`config.mk`:
```
export PLATFORM = sky130hd
export DESIGN_NAME = lpm_ctrl
export DESIGN_NICKNAME = d
export VERILOG_FILES = /design/src/rtl/lpm_pkg.sv /design/src/rtl/lpm_div_if.sv /design/src/rtl/lpm_clkdiv.sv /design/src/rtl/lpm_ctrl.sv
export SDC_FILE = /design/constraint.sdc
export NUM_CORES = 1
export LEC_CHECK = 0
export BUFFER_PORTS_ARGS = -buffer_cell sky130_fd_sc_hd__buf_4
export CAP_MARGIN = 20
export CORE_ASPECT_RATIO = 1.1
export CORE_MARGIN = 2
export CORE_UTILIZATION = 30
export DETAILED_ROUTE_END_ITERATION = 16
export HOLD_SLACK_MARGIN = 0.1
export PLACE_DENSITY = 0.58
export SYNTH_ARGS = -nofsm -noshare
export SYNTH_HDL_FRONTEND = slang
export SYNTH_HIERARCHICAL = 1
export SYNTH_SLANG_ARGS = --single-unit
```
`constraint.sdc`:
```
create_clock -name pclk -period 3 [get_ports pclk]
set_clock_uncertainty 0.15 [all_clocks]
set_input_delay 0.6 -clock pclk [delete_from_list [all_inputs] [get_ports pclk]]
set_output_delay 0.6 -clock pclk [all_outputs]
set_load 0.02 [all_outputs]
```
`src/rtl/lpm_pkg.sv`:
```
// Package of the low power mode controller: register map, field
// positions, reset values and mode states.
// Assumes a 32-bit APB register bus with byte addresses.
package lpm_pkg;

	// ---------------------------------------------------------------
	// Register offsets
	// ---------------------------------------------------------------
	localparam int AW = 8;
	localparam logic [AW-1:0] OFS_PWR_CTRL = 8'h00;
	localparam logic [AW-1:0] OFS_RUN_CFG = 8'h04;
	localparam logic [AW-1:0] OFS_DS_CFG = 8'h08;
	localparam logic [AW-1:0] OFS_WAKE_CFG = 8'h0c;
	localparam logic [AW-1:0] OFS_AHB_GATE = 8'h10;
	localparam logic [AW-1:0] OFS_AHB_DIV = 8'h14;
	localparam logic [AW-1:0] OFS_MCLK_SEL = 8'h18;
	localparam logic [AW-1:0] OFS_PER_DIV = 8'h1c;
	localparam logic [AW-1:0] OFS_PIN_WAKE = 8'h20;
	localparam logic [AW-1:0] OFS_WDT_CLK = 8'h24;
	localparam logic [AW-1:0] OFS_STATUS = 8'h28;

	// ---------------------------------------------------------------
	// Analog power-down bits, one means powered down
	// ---------------------------------------------------------------
	localparam int PDW = 7;
	localparam int PD_FLASH = 0;
	localparam int PD_BOD = 1;
	localparam int PD_ADC = 2;
	localparam int PD_SYSOSC = 3;
	localparam int PD_WDOSC = 4;
	localparam int PD_PLL = 5;
	localparam int PD_IRC = 6;
	localparam logic [PDW-1:0] RUN_CFG_RST = 7'h3c;
	localparam logic [PDW-1:0] DS_CFG_RST = 7'h12;
	localparam logic [PDW-1:0] WAKE_CFG_RST = 7'h3c;
	localparam logic [PDW-1:0] PD_ALL = 7'h7f;

	// ---------------------------------------------------------------
	// Clock fields
	// ---------------------------------------------------------------
	localparam int GW = 16;
	localparam logic [GW-1:0] AHB_GATE_RST = 16'h001f;
	localparam logic [7:0] AHB_DIV_RST = 8'h01;
	localparam logic [7:0] PER_DIV_RST = 8'h00;
	localparam logic [1:0] MCLK_IRC = 2'h0;
	localparam logic [1:0] MCLK_SYSOSC = 2'h1;
	localparam logic [1:0] MCLK_WDOSC = 2'h2;
	localparam logic [1:0] PM_SLEEP = 2'h0;
	localparam logic [1:0] PM_DSLEEP = 2'h1;
	localparam int WD_SEL = 0;
	localparam int WD_LOCK = 1;
	localparam logic WD_SEL_IRC = 1'b0;

	// ---------------------------------------------------------------
	// Mode states
	// ---------------------------------------------------------------
	typedef enum logic [3:0]
	{
		ST_ACTIVE = 4'b0001,
		ST_SLEEP = 4'b0010,
		ST_DSLEEP = 4'b0100,
		ST_WAKE = 4'b1000
	} lpm_state_e;

endpackage

```
`src/rtl/lpm_div_if.sv`:
```
// Interface between the mode controller and its clock dividers.
// Assumes both ends run on the same clock.
`timescale 1ns/1ps
interface lpm_div_if #(parameter int N = 5);
	logic [7:0] div [N];
	logic [N-1:0] run;
	logic [N-1:0] tick;
	modport ctl (output div, output run, input tick);
	modport gen (input div, input run, output tick);
endinterface

```
`src/rtl/lpm_clkdiv.sv`:
```
// Bank of clock dividers producing one-cycle clock enables.
// Assumes a divider value of zero means the clock is shut down.
`timescale 1ns/1ps
module lpm_clkdiv #(parameter int N = 5)
(
	input wire logic pclk,
	input wire logic presetn,
	lpm_div_if.gen d
);

	logic [7:0] cnt_q [N];
	logic [N-1:0] tick_q;

	// ---------------------------------------------------------------
	// Divider counters
	// ---------------------------------------------------------------
	for (genvar i = 0; i < N; i++)
	begin : g_div
		always_ff @(posedge pclk or negedge presetn)
		begin
			if (!presetn)
			begin
				cnt_q[i] <= 8'h00;
				tick_q[i] <= 1'b0;
			end
			else if (!d.run[i] || d.div[i] == 8'h00)
			begin
				cnt_q[i] <= 8'h00;
				tick_q[i] <= 1'b0;
			end
			else if (cnt_q[i] >= d.div[i] - 8'h01)
			begin
				cnt_q[i] <= 8'h00;
				tick_q[i] <= 1'b1;
			end
			else
			begin
				cnt_q[i] <= cnt_q[i] + 8'h01;
				tick_q[i] <= 1'b0;
			end
		end
	end

	assign d.tick = tick_q;

endmodule

```
`src/rtl/lpm_ctrl.sv`:
```
// Low power mode controller: Active, Sleep and Deep-sleep sequencing,
// clock gating, analog power configuration and watchdog clock lock.
// Assumes an APB master on pclk and a processor core on the same clock.
//
// Contract
// (RQ1) A locked watchdog clock source stays powered in every mode.
// (RQ2) Locked internal RC watchdog clock keeps running through Deep-sleep.
// (RQ3) Software selects watchdog oscillator and never locks RC for Power-down.
// (RQ4) Unlocked watchdog in low power needs oscillator kept on by software.
// (RQ5) Any reset gives Active mode with reset power and gating values.
// (RQ6) Active mode powers each analog block individually from run config.
// (RQ7) Main clock selects internal RC by default, system or watchdog osc.
// (RQ8) Peripheral clocks have own dividers; zero divider stops the clock.
// (RQ9) Sleep stops core clock until interrupt or reset.
// (RQ10) Gated-on peripherals keep running in Sleep and can wake core.
// (RQ11) Sleep and Deep-sleep retain state and hold pins static.
// (RQ12) Sleep keeps system clock and peripheral selection as in Active.
// (RQ13) Software enters Sleep with mode field zero, no deep request, wfi.
// (RQ14) Sleep ends on an enabled interrupt or any reset.
// (RQ15) Interrupt wake resumes run config; reset resumes default config.
// (RQ16) Deep-sleep powers down analog except configured detector and osc.
// (RQ17) Deep-sleep gates main and peripheral clocks except watchdog clock.
// (RQ18) Deep-sleep keeps RC running with output off and flash standby.
// (RQ19) Software sets deep mode value then chooses deep-sleep power config.
// (RQ20) Software switches main clock to RC before Deep-sleep.
// (RQ21) Software programs wake config and wake sources before Deep-sleep.
// (RQ22) Software sets deep request then executes wfi last.
// (RQ23) Deep-sleep wakes on enabled pin interrupt among eight pins.
// (RQ24) Mode field and deep request sampled at wfi choose the mode.
//
// Our own choices: the register addresses and the APB register port.
`timescale 1ns/1ps
module lpm_ctrl #(parameter int NPER = 4)
(
	input wire logic pclk,
	input wire logic presetn,
	input wire logic psel,
	input wire logic penable,
	input wire logic pwrite,
	input wire logic [lpm_pkg::AW-1:0] paddr,
	input wire logic [31:0] pwdata,
	output logic [31:0] prdata,
	output logic pready,
	output logic pslverr,
	input wire logic wait_for_interrupt,
	input wire logic deep_sleep_request,
	input wire logic irq_pending,
	input wire logic start_wake,
	input wire logic [7:0] pin_int,
	input wire logic [7:0] pin_int_interrupt_vector_controller_en,
	output logic [lpm_pkg::PDW-1:0] analog_pd,
	output logic irc_out_en,
	output logic flash_standby,
	output logic core_clk_en,
	output logic main_clk_en,
	output logic [1:0] main_clk_sel,
	output logic [lpm_pkg::GW-1:0] ahb_clk_en,
	output logic sys_tick,
	output logic [NPER-1:0] periph_tick,
	output logic wdt_clk_en,
	output logic pin_hold
);

	localparam int NDIV = NPER + 1;

	lpm_pkg::lpm_state_e state_q;
	lpm_pkg::lpm_state_e state_d;
	logic [1:0] pwr_mode_q;
	logic [lpm_pkg::PDW-1:0] run_cfg_q;
	logic [lpm_pkg::PDW-1:0] ds_cfg_q;
	logic [lpm_pkg::PDW-1:0] wake_cfg_q;
	logic [lpm_pkg::GW-1:0] ahb_gate_q;
	logic [7:0] ahb_div_q;
	logic [1:0] mclk_sel_q;
	logic [7:0] per_div_q [NPER];
	logic [7:0] pin_wake_en_q;
	logic wd_sel_q;
	logic wd_lock_q;
	logic [7:0] pin_m_q;
	logic [7:0] pin_s_q;
	logic pin_wake;
	logic deep_wake;
	logic wr_en;
	logic setup;
	logic [31:0] rdata_d;
	logic err_d;
	logic deep;
	logic asleep;

	lpm_div_if #(.N(NDIV)) div_bus ();

	// ---------------------------------------------------------------
	// Helpers
	// ---------------------------------------------------------------
	function automatic logic [lpm_pkg::PDW-1:0] lock_force(
		input logic [lpm_pkg::PDW-1:0] pd,
		input logic lock,
		input logic sel);
		logic [lpm_pkg::PDW-1:0] r;
		r = pd;
		if (lock && sel == lpm_pkg::WD_SEL_IRC)
			r[lpm_pkg::PD_IRC] = 1'b0;
		else if (lock)
			r[lpm_pkg::PD_WDOSC] = 1'b0;
		return r;
	endfunction

	function automatic logic hit(input logic [lpm_pkg::AW-1:0] a,
		input logic [lpm_pkg::AW-1:0] ofs);
		return a == ofs;
	endfunction

	// ---------------------------------------------------------------
	// APB access
	// ---------------------------------------------------------------
	assign setup = psel && !penable;
	assign wr_en = psel && penable && pwrite && !err_d;
	assign pready = 1'b1;

	always_comb
	begin
		rdata_d = 32'h0000_0000;
		err_d = 1'b0;
		if (hit(paddr, lpm_pkg::OFS_PWR_CTRL))
			rdata_d[1:0] = pwr_mode_q;
		else if (hit(paddr, lpm_pkg::OFS_RUN_CFG))
			rdata_d[lpm_pkg::PDW-1:0] = run_cfg_q;
		else if (hit(paddr, lpm_pkg::OFS_DS_CFG))
			rdata_d[lpm_pkg::PDW-1:0] = ds_cfg_q;
		else if (hit(paddr, lpm_pkg::OFS_WAKE_CFG))
			rdata_d[lpm_pkg::PDW-1:0] = wake_cfg_q;
		else if (hit(paddr, lpm_pkg::OFS_AHB_GATE))
			rdata_d[lpm_pkg::GW-1:0] = ahb_gate_q;
		else if (hit(paddr, lpm_pkg::OFS_AHB_DIV))
			rdata_d[7:0] = ahb_div_q;
		else if (hit(paddr, lpm_pkg::OFS_MCLK_SEL))
			rdata_d[1:0] = mclk_sel_q;
		else if (hit(paddr, lpm_pkg::OFS_PER_DIV))
		begin
			for (int i = 0; i < NPER; i++)
				rdata_d[8*i +: 8] = per_div_q[i];
		end
		else if (hit(paddr, lpm_pkg::OFS_PIN_WAKE))
			rdata_d[7:0] = pin_wake_en_q;
		else if (hit(paddr, lpm_pkg::OFS_WDT_CLK))
		begin
			rdata_d[lpm_pkg::WD_SEL] = wd_sel_q;
			rdata_d[lpm_pkg::WD_LOCK] = wd_lock_q;
		end
		else if (hit(paddr, lpm_pkg::OFS_STATUS))
		begin
			rdata_d[3:0] = state_q;
			rdata_d[15:8] = pin_s_q;
		end
		else
			err_d = 1'b1;
	end

	always_ff @(posedge pclk or negedge presetn)
	begin
		if (!presetn)
		begin
			prdata <= 32'h0000_0000;
			pslverr <= 1'b0;
		end
		else if (setup)
		begin
			prdata <= pwrite ? 32'h0000_0000 : rdata_d;
			pslverr <= err_d;
		end
	end

	// ---------------------------------------------------------------
	// Mode and clock configuration registers
	// ---------------------------------------------------------------
	always_ff @(posedge pclk or negedge presetn)
	begin
		if (!presetn)
		begin
			pwr_mode_q <= lpm_pkg::PM_SLEEP;
			ds_cfg_q <= lpm_pkg::DS_CFG_RST;
			wake_cfg_q <= lpm_pkg::WAKE_CFG_RST;
			pin_wake_en_q <= 8'h00;
		end
		else if (wr_en)
		begin
			if (hit(paddr, lpm_pkg::OFS_PWR_CTRL))
				pwr_mode_q <= pwdata[1:0];
			if (hit(paddr, lpm_pkg::OFS_DS_CFG))
				ds_cfg_q <= pwdata[lpm_pkg::PDW-1:0];
			if (hit(paddr, lpm_pkg::OFS_WAKE_CFG))
				wake_cfg_q <= pwdata[lpm_pkg::PDW-1:0];
			if (hit(paddr, lpm_pkg::OFS_PIN_WAKE))
				pin_wake_en_q <= pwdata[7:0];
		end
	end

	// Run power config, reloaded from wake config after Deep-sleep
	always_ff @(posedge pclk or negedge presetn)
	begin
		if (!presetn)
			run_cfg_q <= lpm_pkg::RUN_CFG_RST; // RQ5
		else if (state_q == lpm_pkg::ST_WAKE)
			run_cfg_q <= wake_cfg_q;
		else if (wr_en && hit(paddr, lpm_pkg::OFS_RUN_CFG))
			run_cfg_q <= pwdata[lpm_pkg::PDW-1:0]; // RQ6
	end

	always_ff @(posedge pclk or negedge presetn)
	begin
		if (!presetn)
		begin
			ahb_gate_q <= lpm_pkg::AHB_GATE_RST; // RQ5
			ahb_div_q <= lpm_pkg::AHB_DIV_RST;
			mclk_sel_q <= lpm_pkg::MCLK_IRC; // RQ7
		end
		else if (wr_en)
		begin
			if (hit(paddr, lpm_pkg::OFS_AHB_GATE))
				ahb_gate_q <= pwdata[lpm_pkg::GW-1:0];
			if (hit(paddr, lpm_pkg::OFS_AHB_DIV))
				ahb_div_q <= pwdata[7:0];
			if (hit(paddr, lpm_pkg::OFS_MCLK_SEL) &&
				pwdata[1:0] != 2'h3)
				mclk_sel_q <= pwdata[1:0]; // RQ7
		end
	end

	always_ff @(posedge pclk or negedge presetn)
	begin
		if (!presetn)
		begin
			for (int i = 0; i < NPER; i++)
				per_div_q[i] <= lpm_pkg::PER_DIV_RST;
		end
		else if (wr_en && hit(paddr, lpm_pkg::OFS_PER_DIV))
		begin
			for (int i = 0; i < NPER; i++)
				per_div_q[i] <= pwdata[8*i +: 8];
		end
	end

	// ---------------------------------------------------------------
	// Watchdog clock source and lock
	// ---------------------------------------------------------------
	// Lock is sticky; only a reset clears it and frees the source
	always_ff @(posedge pclk or negedge presetn)
	begin
		if (!presetn)
		begin
			wd_sel_q <= lpm_pkg::WD_SEL_IRC;
			wd_lock_q <= 1'b0;
		end
		else if (wr_en && hit(paddr, lpm_pkg::OFS_WDT_CLK))
		begin
			if (!wd_lock_q)
				wd_sel_q <= pwdata[lpm_pkg::WD_SEL];
			wd_lock_q <= wd_lock_q | pwdata[lpm_pkg::WD_LOCK];
		end
	end

	// ---------------------------------------------------------------
	// Pin interrupt synchroniser and wake sources
	// ---------------------------------------------------------------
	always_ff @(posedge pclk or negedge presetn)
	begin
		if (!presetn)
		begin
			pin_m_q <= 8'h00;
			pin_s_q <= 8'h00;
		end
		else
		begin
			pin_m_q <= pin_int;
			pin_s_q <= pin_m_q;
		end
	end

	assign pin_wake = |(pin_s_q & pin_wake_en_q & pin_int_interrupt_vector_controller_en); // RQ23
	assign deep_wake = pin_wake || start_wake;

	// ---------------------------------------------------------------
	// Mode state machine
	// ---------------------------------------------------------------
	always_comb
	begin
		state_d = state_q;
		case (state_q)
			lpm_pkg::ST_ACTIVE:
			begin
				if (wait_for_interrupt && !deep_sleep_request)
					state_d = lpm_pkg::ST_SLEEP; // RQ24
				else if (wait_for_interrupt && pwr_mode_q == lpm_pkg::PM_DSLEEP)
					state_d = lpm_pkg::ST_DSLEEP; // RQ24
			end
			lpm_pkg::ST_SLEEP:
			begin
				if (irq_pending)
					state_d = lpm_pkg::ST_ACTIVE; // RQ14
			end
			lpm_pkg::ST_DSLEEP:
			begin
				if (deep_wake)
					state_d = lpm_pkg::ST_WAKE; // RQ23
			end
			lpm_pkg::ST_WAKE:
				state_d = lpm_pkg::ST_ACTIVE;
			default:
				state_d = lpm_pkg::ST_ACTIVE;
		endcase
	end

	always_ff @(posedge pclk or negedge presetn)
	begin
		if (!presetn)
			state_q <= lpm_pkg::ST_ACTIVE; // RQ5
		else
			state_q <= state_d;
	end

	assign deep = state_q == lpm_pkg::ST_DSLEEP;
	assign asleep = state_q == lpm_pkg::ST_SLEEP || deep;

	// ---------------------------------------------------------------
	// Power and clock outputs
	// ---------------------------------------------------------------
	always_ff @(posedge pclk or negedge presetn)
	begin
		if (!presetn)
		begin
			analog_pd <= lpm_pkg::RUN_CFG_RST;
			flash_standby <= 1'b0;
		end
		else if (deep)
		begin
			analog_pd <= lock_force({1'b0, 1'b1,
				ds_cfg_q[lpm_pkg::PD_WDOSC], 1'b1, 1'b1,
				ds_cfg_q[lpm_pkg::PD_BOD], 1'b0},
				wd_lock_q, wd_sel_q); // RQ16 RQ18 RQ1 RQ2
			flash_standby <= 1'b1; // RQ18
		end
		else
		begin
			analog_pd <= lock_force(run_cfg_q, wd_lock_q,
				wd_sel_q); // RQ6 RQ1 RQ15
			flash_standby <= 1'b0;
		end
	end

	always_ff @(posedge pclk or negedge presetn)
	begin
		if (!presetn)
		begin
			core_clk_en <= 1'b1;
			main_clk_en <= 1'b1;
			irc_out_en <= 1'b1;
			ahb_clk_en <= lpm_pkg::AHB_GATE_RST;
			pin_hold <= 1'b0;
		end
		else
		begin
			core_clk_en <= !asleep; // RQ9
			main_clk_en <= !deep; // RQ12 RQ17
			irc_out_en <= !deep || (wd_lock_q &&
				wd_sel_q == lpm_pkg::WD_SEL_IRC); // RQ18 RQ2
			ahb_clk_en <= deep ? '0 : ahb_gate_q; // RQ10 RQ17
			pin_hold <= asleep; // RQ11
		end
	end

	// Watchdog clock survives Deep-sleep only from a powered source
	always_ff @(posedge pclk or negedge presetn)
	begin
		if (!presetn)
			wdt_clk_en <= 1'b1;
		else if (!deep)
			wdt_clk_en <= 1'b1;
		else if (wd_lock_q)
			wdt_clk_en <= 1'b1; // RQ1 RQ2
		else
			wdt_clk_en <= wd_sel_q != lpm_pkg::WD_SEL_IRC &&
				!ds_cfg_q[lpm_pkg::PD_WDOSC]; // RQ17 RQ4
	end

	always_ff @(posedge pclk or negedge presetn)
	begin
		if (!presetn)
			main_clk_sel <= lpm_pkg::MCLK_IRC;
		else
			main_clk_sel <= mclk_sel_q; // RQ7
	end

	// ---------------------------------------------------------------
	// System and peripheral clock dividers
	// ---------------------------------------------------------------
	assign div_bus.div[0] = ahb_div_q;
	assign div_bus.run[0] = !deep; // RQ12

	for (genvar i = 0; i < NPER; i++)
	begin : g_per
		assign div_bus.div[i+1] = per_div_q[i]; // RQ8
		assign div_bus.run[i+1] = !deep; // RQ17
	end

	lpm_clkdiv #(.N(NDIV)) u_div
	(
		.pclk(pclk),
		.presetn(presetn),
		.d(div_bus.gen)
	);

	assign sys_tick = div_bus.tick[0];
	assign periph_tick = div_bus.tick[NDIV-1:1]; // RQ8

endmodule

```
==> metrics.md, run 1 <==
| Metric | Value |
|---|---|
| CP peak stage delay | `approximately 0.46 ns` |
| Register area | `approximately 5500 um2` |
| Vias in the first global route | `8,525` |
| Number of max-cap violations | `0` |
| Total global routing overflow | `0` |
| Final hold viol count | `0` |
| Post-synthesis mux area share | `a little under a tenth` |
| Most common cell after layout, fill and taps aside | `dfrtp_1` |
| Clock share of power | `between 40 and 50%` |
| Boundary Pins | `roughly 140` |
| Die Width | `between 150 and 200 um` |
| FMAX | `approximately 370 MHz` |
| TritonCTS Buffers | `27` |
| Initial antenna violation count | `0` |
| Sequential group share of total power | `between 40% and 50%` |
| Die height | `205.2 um` |
| Slew @ Worst Pin | `approximately 0.7 ns` |
| CTS Sinks | `220` |
| ANT nets after route | `0` |
| I/O Buffers | `roughly 130` |
| Slowest stage cell, crit path | `nor4_1` |
| Sw frac | `23.46%` |
| Worst-path maximum fanout | `8` |
| Post-synthesis sequential area ratio | `about half` |
| Synth Area in Compound Gates | `11.40%` |
| Critical setup path kind | `reg2reg` |
| Synthesis-to-finish area growth | `24.82%` |
| First-pass GRT wire length | `48,470 um` |
| Nets@finish | `between 1,000 and 1,500` |
| Worst path required time | `~3.3 ns` |
| Ant. Diodes | `0` |
| Largest net degree at the start of global routing | `69` |
| Worst path bufs/invs | `0` |
| Multi-input combinational cell area | `5210 um2` |
| Clock Latency Late Sink | `roughly 0.55 ns` |
| Core Region | `roughly 36,000 um2` |
| Avg Cell Area, Syn | `11.50 um2` |
| DRC viols | `0` |
| CTS H-tree lvls | `1` |
| Asr flop ratio synth | `between 90% and 100%` |
| Max Used Layer | `met4` |
| Pleak | `slightly below 7 nW` |
| Final period util | `between 80% and 90%` |
| Pre-CTS setup slack | `about 0.18 ns` |
| Xor/xnor share of the synthesized area | `under 10%` |
| Crit-path cells | `nor4_1, nand2_1, xor2_1, ha_1, and2_1, a221oi_1, o211ai_2, nor2_1` |
| Critical Path End Type | `register` |
| Layout cell share with drive strength beyond 1 | `about 31%` |
| Most frequent cells in the layout | `dfrtp_1 (190), buf_4 (157), nand2_1 (72), nor2_1 (65), mux2_2 (65)` |
| Hold_ws | `between 0.1 and 0.15 ns` |
| CTS tree | `done` |
| Met3 wire len | `1892 um` |
| Root buffer cell | `clkbuf_16` |
| VDD IR max | `about 0.38 mV` |
| Syn Std Cell Area | `11,040 um2` |
| Clock slew at reported path FFs | `0.06 ns` |
| Simple-gate portion of the synthesized area | `between 10% and 20%` |
| M1 WL | `13,250 um` |
| Logic pwr share | `approximately 7.2%` |
| Yosys reg bits | `220` |
| DRT Wirelength | `30,520 um` |
| P per Cell Area | `a little over 500 nW/um2` |
| Top_reg_cell synth | `dfrtp_1` |
| Crit path time final | `2.680 ns` |
| Endpoints failing setup | `0` |
| GRT Overall Usage | `~16%` |
| Slew headroom | `a little over half` |
| Startpoint Class | `register` |
| DRT iter0 DRCs | `approximately 610` |
| Internal | `approximately 5.3 mW` |
| Drt first pass iters | `9` |
| Mapped Nets | `1,080` |
| Fill count | `3,584` |
| Post-synth EDFFs | `0` |
| Syn Inst Count | `960` |
| Status | `completed` |
| Die area | `around 38,000 um2` |
| Synth Area in Adders | `under 10%` |
| Via count | `just over 8,000` |
| Largest family of logic cells by synthesized area | `simple AND/OR/NAND/NOR gates` |
| TNS Setup | `0 ns` |
| Routed vias/inst | `between 4 and 5` |
| Sw power | `about 1.6 mW` |
| Final slew viol count | `0` |
| Site Rows | `73` |
| RSZ-0062 raised after global routing | `no` |
| Synth Warn # | `6` |
| Synth cell types | `80` |
| Met2 Wirelength | `14,520 um` |
| Hpwl dp | `between 20,000 and 25,000 um` |
| Worst setup margin | `between 0.3 and 0.4 ns` |
| Min-delay worst type | `in2reg` |
| Cell family with most CP delay | `simple AND/OR/NAND/NOR gates` |
| Clock Tree Buf Depth | `3` |
| Average wire per standard cell | `~19 um` |
| Gpl congestion | `~0.91` |
| Post-CTS setup buffers | `0` |
| Initial Utilization | `between 30% and 40%` |
| Crit path DAT | `around 3 ns` |
## final cells by class
type	instances	area share, %
clock buffers	39	5.520
clock inverters	11	1.208
inverters	34	0.9261
multi-input cells	674	37.81
flip-flops and latches	220	40.22
well taps	487	4.422
repair buffers	171	9.897
## layer usage
layer  up-vias  track usage [%]
li1       3793                -
met1      4055            20.74
met5         -                0
met3        53            3.326
met2       247            26.91
met4         0            5.754
## what timing repair did
item                       4_1_cts  5_1_grt
setup endpoints to repair        0        1
hold buffers                     9        0
resized for setup                0        1
hold endpoints to repair        49        0
## worst register-to-register path, cell delays in order (launching register included)
cell and delay (ns):
dfrtp_1 0.44, nor4_1 0.46, nand2_1 0.12, xor2_1 0.17
ha_1 0.29, and2_1 0.16, a221oi_1 0.39, o211ai_2 0.28
nor2_1 0.15
## cells in the mapped netlist (4+ instances only)
| library cell | instances | area (um2) |
|---|---|---|
| buf_2 | 5 | 25.02 |
| a221oi_1 | 6 | 52.55 |
| nand4_1 | 4 | 25.02 |
| inv_1 | 34 | 127.6 |
| o21a_1 | 5 | 37.54 |
| or2_2 | 5 | 31.28 |
| buf_1 | 5 | 18.77 |
| or4_1 | 5 | 37.54 |
| nor3_1 | 15 | 75.07 |
| o21ai_0 | 36 | 180.2 |
| nand2b_1 | 11 | 68.82 |
| buf_6 | 4 | 45.04 |
| clkbuf_1 | 15 | 56.30 |
| nor2_1 | 65 | 244.0 |
| a31oi_1 | 8 | 50.05 |
| or3_1 | 4 | 25.02 |
| a22o_1 | 20 | 175.2 |
| mux2_2 | 65 | 732.0 |
| nor3b_2 | 12 | 150.1 |
| a22oi_1 | 4 | 30.03 |
| xnor2_1 | 33 | 289.0 |
| a21oi_1 | 23 | 115.1 |
| and3_1 | 10 | 62.56 |
| nor4_1 | 7 | 43.79 |
| a21o_1 | 7 | 52.55 |
| and2_1 | 8 | 50.05 |
| a32oi_1 | 5 | 43.79 |
| a222oi_1 | 10 | 100.1 |
| a21oi_2 | 4 | 35.03 |
| nand2_1 | 72 | 270.3 |
| mux2_4 | 10 | 150.1 |
| xor2_1 | 28 | 245.2 |
| nand3_1 | 33 | 165.2 |
| nor2b_1 | 22 | 137.6 |
| nor4b_1 | 6 | 52.55 |
| dfrtp_1 | 190 | 4755 |
| dfstp_2 | 30 | 788.3 |
| mux2i_1 | 11 | 110.1 |
| ha_1 | 55 | 688.2 |
## through the flow
stage / area, um2 / util, % / power [mW] / std cells
floorplan: 11040 / - / 3.368 / 960
global placement: 12760 / 35.27 / 3.628 / 1577
CTS: 13770 / 38.08 / 7.088 / 1636
detailed placement: 12760 / 35.27 / 3.636 / 1577
global route: 13780 / 38.10 / 7.258 / 1636
finish: 13780 / 38.10 / 6.982 / 1636
## path summary, 6_finish.rpt
path	start	endpoint	slack [ns]	cells past startpoint
hold reg to reg	pin_m_q[1]	pin_s_q[1]	0.20	0
setup / recovery	div_bus.div[3]	u_div/cnt_q[5]	0.32	8
min in group asynchronous	presetn	pin_hold	0.42	2
setup reg to reg	div_bus.div[3]	u_div/cnt_q[5]	0.32	8
hold / removal	pwdata[25]	div_bus.div[1]	0.13	2
max in group asynchronous	presetn	pin_m_q[3]	1.47	3
## sequential cells by signal, summed over array words and instances, names as in the netlist, 2 cells and up
register       flops
ds_cfg_q           7
pin_wake_en_q      8
ahb_clk_en        16
run_cfg_q          7
wake_cfg_q         7
pwr_mode_q         2
analog_pd          7
state_q            4
ahb_div_q          8
main_clk_sel       2
div_bus.div       32
u_div/cnt_q       40
prdata            32
mclk_sel_q         2
pin_s_q            8
ahb_gate_q        16
pin_m_q            8
u_div/d.tick       5
## kinds of logic (layout without fill, tap and decap cells)
group / count (synthesis) / count (layout)
other cells: 1 / 1
compound gates: 167 / 167
xor+xnor: 61 / 61
fa+ha+maj: 55 / 55
mux: 89 / 89
buf+inv: 66 / 255
simple gates: 301 / 301
flops: 220 / 220
## power groups by stage
stage               registers (mW)  clock network (mW)  logic [mW]
finish                        3.09                3.39       0.502
floorplan                     3.13                   0       0.236
global placement              3.14                   0       0.492
global route                  3.09                3.60       0.560
detailed placement            3.14                   0       0.498
CTS                           3.09                3.49       0.510
No activity file was read; power rests on OpenSTA's default activity.
==> inputs of run 2 (changes only) <==
--- a/config.mk
+++ b/config.mk
@@ -8,7 +8,7 @@
 export BUFFER_PORTS_ARGS = -buffer_cell sky130_fd_sc_hd__buf_4
 export CAP_MARGIN = 20
 export CORE_ASPECT_RATIO = 1.1
-export CORE_MARGIN = 2
+export CORE_MARGIN = 5
 export CORE_UTILIZATION = 30
 export DETAILED_ROUTE_END_ITERATION = 16
 export HOLD_SLACK_MARGIN = 0.1
==> constraint.sdc (replaced) <==
create_clock -name pclk -period 3.5 [get_ports pclk]
set_clock_uncertainty 0.15 [all_clocks]
set_input_delay 0.7 -clock pclk [delete_from_list [all_inputs] [get_ports pclk]]
set_output_delay 0.7 -clock pclk [all_outputs]
set_load 0.02 [all_outputs]
==> run 2 against run 1 <==
Critical path depth stayed put. Combinational power is 17% lower. Cell count is 1.2% lower. Via count is 0.43% lower. First-iteration DRC count is 3.1% lower. Core utilization is 0.71 points lower. Worst setup slack better by 0.49 ns. Worst hold slack better by 0.0058 ns. Global-route usage is 1.1 points lower. Non-clock buffer count is 18 lower. Sequential power is 14% lower. Cell area is 1.6% lower. Critical endpoint is now u_div/cnt_q[13].
==> metrics.md, run 2 (synthesis gave the netlist of run 1 again) <==
| Metric | Value |
|---|---|
| Status | `completed (unchanged)` |
| Final period util | `76.91% (was 89.33%)` |
| Clock share of power | `47.1% (was 48.6%)` |
| Gpl congestion | `0.8871 (was 0.9077)` |
| Nets@finish | `1,230 (was 1,248)` |
| Sequential group share of total power | `45.7% (was 44.2%)` |
| Die Width | `192.9 um (was 186.9 um)` |
| First-pass GRT wire length | `48,110 um (was 48,470 um)` |
| Largest register FFs | `40 (unchanged)` |
| Register area | `5543 um2 (unchanged)` |
| Boundary Pins | `135 (unchanged)` |
| Root buffer cell | `clkbuf_16 (unchanged)` |
| I/O Buffers | `133 (unchanged)` |
| Site Rows | `73 (unchanged)` |
| Hold depth | `1 (was 2)` |
| Critical Path Stages | `8 (unchanged)` |
| Vias in the first global route | `8,344 (was 8,525)` |
| DRC viols | `0 (unchanged)` |
| Dpl cell area | `12,670 um2 (was 12,760 um2)` |
| CTS Sinks | `220 (unchanged)` |
| Initial Utilization | `30.45% (was 30.52%)` |
| PostCTS Resize Cnt | `0 (unchanged)` |
| P per Cell Area | `427.7 nW/um2 (was 506.6 nW/um2)` |
| Total global routing overflow | `0 (unchanged)` |
| Internal | `4.437 mW (was 5.344 mW)` |
| Worst path required time | `3.79 ns (was 3.32 ns)` |
| Multi-input combinational cell area | `5204 um2 (was 5210 um2)` |
| Worst-path maximum fanout | `8 (unchanged)` |
| Cell family with most CP delay | `simple AND/OR/NAND/NOR gates (unchanged)` |
| DRT iter0 DRCs | `590 (was 609)` |
| Most frequent cells in the layout | `dfrtp_1 (190), buf_4 (148), nand2_1 (72), nor2_1 (65), mux2_2 (65) (was dfrtp_1 (190), buf_4 (157), nand2_1 (72), nor2_1 (65), mux2_2 (65))` |
| Power, Total | `5.798 mW (was 6.982 mW)` |
| Post-Route Utilization | `37.39% (was 38.10%)` |
| Final slew viol count | `0 (unchanged)` |
| DRT Wirelength | `30,980 um (was 30,520 um)` |
| Number of max-cap violations | `0 (unchanged)` |
| Reg2reg path depth | `8 (unchanged)` |
| Endpoints failing setup | `0 (unchanged)` |
| Hpwl dp | `22,550 um (was 22,110 um)` |
| Design area | `13,560 um2 (was 13,780 um2)` |
| Slew @ Worst Pin | `0.9094 ns (was 0.7009 ns)` |
| Crit path time final | `2.692 ns (was 2.680 ns)` |
| TNS Setup | `0 ns (unchanged)` |
| Average wire per standard cell | `19.17 um (was 18.66 um)` |
| Min-delay worst type | `in2reg (unchanged)` |
| Ant. Diodes | `0 (unchanged)` |
| Routed vias/inst | `5.020 (was 4.980)` |
| Crit-path cells | `nor4_1, nand2_1, xor2_1, ha_1, and2_1, a221oi_1, o211ai_2, nor2_1 (unchanged)` |
| Startpoint Class | `register (unchanged)` |
| FMAX | `371.5 MHz (was 373.2 MHz)` |
| Sw power | `1.361 mW (was 1.638 mW)` |
| TritonCTS Buffers | `27 (unchanged)` |
| Clock slew at reported path FFs | `0.06 ns (about the same)` |
| Critical setup path kind | `reg2reg (unchanged)` |
| Final hold viol count | `0 (unchanged)` |
| Die height | `211.2 um (was 205.2 um)` |
| Via count | `8,113 (was 8,148)` |
| Initial antenna violation count | `2 (was 0)` |
| Critical Path End Type | `register (unchanged)` |
| Crit path DAT | `2.98 ns (was 3.00 ns)` |
| Largest net degree at the start of global routing | `92 (was 69)` |
| Slowest stage cell, crit path | `nor4_1 (unchanged)` |
| Fill count | `3,564 (was 3,584)` |
| RSZ-0062 raised after global routing | `no (unchanged)` |
| VDD IR max | `0.2747 mV (was 0.3763 mV)` |
| Largest Register | `u_div/cnt_q (unchanged)` |
| Layout cell share with drive strength beyond 1 | `30.65% (was 31.07%)` |
| Synthesis-to-finish area growth | `22.79% (was 24.82%)` |
| Die area | `40,740 um2 (was 38,350 um2)` |
| ANT nets after route | `0 (unchanged)` |
| CTS tree | `done (unchanged)` |
| Slew headroom | `38.52% (was 52.84%)` |
| CP peak stage delay | `0.48 ns (was 0.46 ns)` |
| GRT Overall Usage | `15.01% (was 16.11%)` |
| Worst path bufs/invs | `0 (unchanged)` |
| Logic pwr share | `7.2% (about the same)` |
| CTS H-tree lvls | `1 (unchanged)` |
| Most common cell after layout, fill and taps aside | `dfrtp_1 (unchanged)` |
| Clock Tree Buf Depth | `3 (unchanged)` |
| Sw frac | `23.47% (was 23.46%)` |
| Drt first pass iters | `6 (was 9)` |
| Pleak | `6.639 nW (was 6.750 nW)` |
| Clock Latency Late Sink | `0.52 ns (was 0.55 ns)` |
| Core Region | `36,260 um2 (was 36,170 um2)` |
==> run 2: worst paths after layout <==
path	from	endpoint	slack, ns
max	div_bus.div[12]	u_div/cnt_q[13]	0.81
min	pin_int[2]	pin_m_q[2]	0.13
max reg2reg	div_bus.div[12]	u_div/cnt_q[13]	0.81
min reg2reg	pin_m_q[6]	pin_s_q[6]	0.20
max in group asynchronous	presetn	run_cfg_q[3]	1.76
min in group asynchronous	presetn	pin_hold	0.61
==> run 2: final cells by class <==
cell class | instances | share of cell area, %
clock buffers | 38 | 5.658
clock inverters | 10 | 0.8122
inverters | 34 | 0.9414
multi-input cells | 674 | 38.38
flip-flops and latches | 220 | 40.89
well taps | 487 | 4.495
repair buffers | 153 | 8.823
==> run 2: per-stage QoR <==
step / hold WS, ns / worst slack (ns) / cells
global placement: 0.1884 / 0.4337 / 1567
global route: 0.1122 / 0.5942 / 1616
floorplan: 0.1812 / 0.8921 / 960
detailed placement: 0.1862 / 0.4029 / 1567
CTS: 0.1065 / 0.7673 / 1616
finish: 0.1343 / 0.8082 / 1616
==> run 2: what timing repair did <==
| item | 4_1_cts | 5_1_grt |
|---|---|---|
| hold buffers | 1 | 0 |
| endpoints found under the hold margin | 19 | 0 |
| buffers inserted | 0 | 0 |
==> run 2: worst reg2reg max path: stages (launching register included) <==
cell and delay (ns):
dfrtp_1 0.43, nor4_1 0.48, nand2_1 0.12, xor2_1 0.17, ha_1 0.29, and2_1 0.17
a221oi_1 0.37, o211ai_2 0.27, nor2_1 0.18
==> run 2: power groups by stage <==
stage                     combinational, mW  clock, mW  sequential [mW]
after floorplan                       0.202          0             2.68
after global placement                0.415          0             2.69
after detailed placement              0.422          0             2.69
after CTS                             0.426       2.82             2.65
after global routing                  0.469       2.91             2.65
final                                 0.418       2.73             2.65
==> run 2: per-layer routing <==
layer	share of wire (%)	wire length (um)	vias up	GRT usage [%]
met4	2.5	765	4	3.394
met5	0.081	25	-	0
li1	-	-	3757	-
met3	6.0	1873	67	3.306
met2	48	14880	229	25.33
met1	43	13430	4056	19.81
==> inputs of run 3 (changes only) <==
==> constraint.sdc (replaced) <==
create_clock -name pclk -period 2.8 [get_ports pclk]
set_clock_uncertainty 0.15 [all_clocks]
set_input_delay 0.56 -clock pclk [delete_from_list [all_inputs] [get_ports pclk]]
set_output_delay 0.56 -clock pclk [all_outputs]
set_load 0.02 [all_outputs]
==> run 3 against run 2 <==
Wire length up 1.8%. Via count is 0.67% higher. Cell count increased by 2.3%. Power grew 25%. Sequential share of layout area fell by 0.98 points. Global-route usage is 0.36 points higher. Critical path depth shrank 1. Critical path type unchanged. Die area stayed put. Highest routed layer unchanged. Worst setup slack got worse by 0.62 ns.
==> metrics.md, run 3 (synthesis gave the netlist of run 1 again) <==
| Metric | Value |
|---|---|
| Sequential group share of total power | `45.8% (was 45.7%)` |
| Die Width | `192.9 um (unchanged)` |
| Core Region | `36,260 um2 (unchanged)` |
| Largest register FFs | `40 (unchanged)` |
| Post-Route Utilization | `38.30% (was 37.39%)` |
| CTS tree | `done (unchanged)` |
| Slew headroom | `48.87% (was 38.52%)` |
| I/O Buffers | `133 (unchanged)` |
| Status | `completed (unchanged)` |
| P per Cell Area | `520.3 nW/um2 (was 427.7 nW/um2)` |
| Number of max-cap violations | `0 (unchanged)` |
| Multi-input combinational cell area | `5210 um2 (was 5204 um2)` |
| Clock share of power | `46.5% (was 47.1%)` |
| FF-to-FF Start | `div_bus.div[27] (was div_bus.div[12])` |
| Clock Latency Late Sink | `0.53 ns (was 0.52 ns)` |
| Clock slew at reported path FFs | `0.06 ns (about the same)` |
| Root buffer cell | `clkbuf_16 (unchanged)` |
| Site Rows | `73 (unchanged)` |
| Design area | `13,890 um2 (was 13,560 um2)` |
| Crit path time final | `2.608 ns (was 2.692 ns)` |
| DRT iter0 DRCs | `480 (was 590)` |
| Routed vias/inst | `4.941 (was 5.020)` |
| Total global routing overflow | `0 (unchanged)` |
| Hold path start | `pwdata[28] (was pin_int[2])` |
| DRT Wirelength | `31,540 um (was 30,980 um)` |
| Crit path DAT | `2.89 ns (was 2.98 ns)` |
| Drt first pass iters | `7 (was 6)` |
| Register area | `5543 um2 (unchanged)` |
| Final hold viol count | `0 (unchanged)` |
| Sw frac | `23.67% (was 23.47%)` |
| Worst-path maximum fanout | `9 (was 8)` |
| Hpwl dp | `22,870 um (was 22,550 um)` |
| Min-delay worst type | `in2reg (unchanged)` |
| TritonCTS Buffers | `26 (was 27)` |
| Layout cell share with drive strength beyond 1 | `31.30% (was 30.65%)` |
| Die area | `40,740 um2 (unchanged)` |
| Critical Path End Type | `register (unchanged)` |
| CTS H-tree lvls | `1 (unchanged)` |
| Most common cell after layout, fill and taps aside | `dfrtp_1 (unchanged)` |
| Largest Register | `u_div/cnt_q (unchanged)` |
| Vias in the first global route | `8,574 (was 8,344)` |
| Critical setup path kind | `reg2reg (unchanged)` |
| Via count | `8,167 (was 8,113)` |
| GRT Overall Usage | `15.37% (was 15.01%)` |
| ANT nets after route | `0 (unchanged)` |
| Post-CTS setup buffers | `0 (unchanged)` |
| Synthesis-to-finish area growth | `25.80% (was 22.79%)` |
| Pleak | `6.804 nW (was 6.639 nW)` |
| Gpl congestion | `0.9111 (was 0.8871)` |
| Worst path required time | `3.08 ns (was 3.79 ns)` |
| TNS Setup | `0 ns (unchanged)` |
| R2R Setup Slk | `0.19 ns (was 0.81 ns)` |
| Largest net degree at the start of global routing | `77 (was 92)` |
| DRC viols | `0 (unchanged)` |
| Slew @ Worst Pin | `0.7599 ns (was 0.9094 ns)` |
| Nets@finish | `1,266 (was 1,230)` |
| Internal | `5.516 mW (was 4.437 mW)` |
| Boundary Pins | `135 (unchanged)` |
| Initial Utilization | `30.45% (unchanged)` |
| Clock Tree Buf Depth | `3 (unchanged)` |
| Initial antenna violation count | `2 (unchanged)` |
| Fill count | `3,553 (was 3,564)` |
| FMAX | `383.4 MHz (was 371.5 MHz)` |
| Die height | `211.2 um (unchanged)` |
| Ant. Diodes | `0 (unchanged)` |
| VDD IR max | `0.4341 mV (was 0.2747 mV)` |
| Endpoints failing setup | `0 (unchanged)` |
| Average wire per standard cell | `19.08 um (was 19.17 um)` |
| First-pass GRT wire length | `49,510 um (was 48,110 um)` |
| Power, Total | `7.227 mW (was 5.798 mW)` |
| CTS Sinks | `220 (unchanged)` |
| Dpl cell area | `12,860 um2 (was 12,670 um2)` |
| Final period util | `93.14% (was 76.91%)` |
| Most frequent cells in the layout | `dfrtp_1 (190), buf_4 (166), nand2_1 (72), nor2_1 (65), mux2_2 (65) (was dfrtp_1 (190), buf_4 (148), nand2_1 (72), nor2_1 (65), mux2_2 (65))` |
| Crit path launch | `div_bus.div[27] (was div_bus.div[12])` |
| Final slew viol count | `0 (unchanged)` |
| RSZ-0062 raised after global routing | `no (unchanged)` |
| Sw power | `1.710 mW (was 1.361 mW)` |
| Logic pwr share | `7.8% (was 7.2%)` |
| Startpoint Class | `register (unchanged)` |
## run 3: cell types whose count changed in the layout (fill, tap and decap cells not counted)
| cell | delta |
|---|---|
| inv_6 | -1 |
| buf_4 | +18 |
| dlygate4sd3_1 | +16 |
| clkbuf_1 | +3 |
| clkinv_2 | +1 |
| a221oi_1 | -1 |
| a221oi_2 | +1 |
| buf_12 | +3 |
| clkbuf_8 | -2 |
| clkinv_4 | -1 |
## run 3: final cells by class
| cell class | count | area share, % |
|---|---|---|
| Sequential cell | 220 | 39.91 |
| Multi-Input combinational cell | 674 | 37.51 |
| Timing Repair Buffer | 190 | 11.17 |
| Clock buffer | 39 | 5.405 |
| Tap cell | 487 | 4.387 |
| Inverter | 34 | 0.9188 |
| Clock inverter | 9 | 0.7026 |
## run 3: worst max-delay path, stage by stage (launching register included)
cell and delay (ns):
dfrtp_1 0.47, nor4_2 0.41, nand2_1 0.15, xor2_1 0.18
ha_1 0.31, nand3_1 0.12, o31ai_4 0.44, and2_1 0.29
## run 3: final timing paths
check	depth (start not counted)	endpoint
worst min register to register	0	pin_s_q[7]
worst max register to register	7	u_div/d.tick[1]
worst max-delay path	7	u_div/d.tick[1]
min in group asynchronous	2	u_div/d.tick[1]
worst min-delay path	2	div_bus.div[4]
max in group asynchronous	3	ahb_div_q[0]
## run 3: what timing repair did
item | in CTS | in global routing
resized for setup | 0 | 1
hold buffers | 17 | 0
endpoints found under the hold margin | 79 | 0
endpoints found under the setup margin | 0 | 12
## run 3: layer usage
| layer | vias up | track usage (%) | wire (um) |
|---|---|---|---|
| li1 | 3841 | - | - |
| met1 | 4053 | 20.50 | 13880 |
| met2 | 212 | 25.79 | 15060 |
| met3 | 57 | 3.223 | 1874 |
| met4 | 4 | 3.492 | 713 |
| met5 | - | 0 | 14 |
## run 3: power groups by stage
| stage | Sequential (mW) | Clock (mW) | Combinational, mW |
|---|---|---|---|
| after floorplan | 3.36 | 0 | 0.253 |
| after global placement | 3.36 | 0 | 0.542 |
| after detailed placement | 3.36 | 0 | 0.549 |
| after CTS | 3.31 | 3.44 | 0.571 |
| after global routing | 3.32 | 3.57 | 0.627 |
| final | 3.31 | 3.36 | 0.561 |
## run 3: per-stage QoR
step | hold slack, ns | worst slack [ns] | std cells
finish | 0.1204 | 0.1921 | 1653
global placement | 0.1869 | 0.05021 | 1588
floorplan | 0.1144 | 0.3321 | 960
detailed placement | 0.1847 | 0.02757 | 1588
CTS | 0.1003 | 0.1715 | 1653
global route | 0.1119 | 0.01020 | 1653
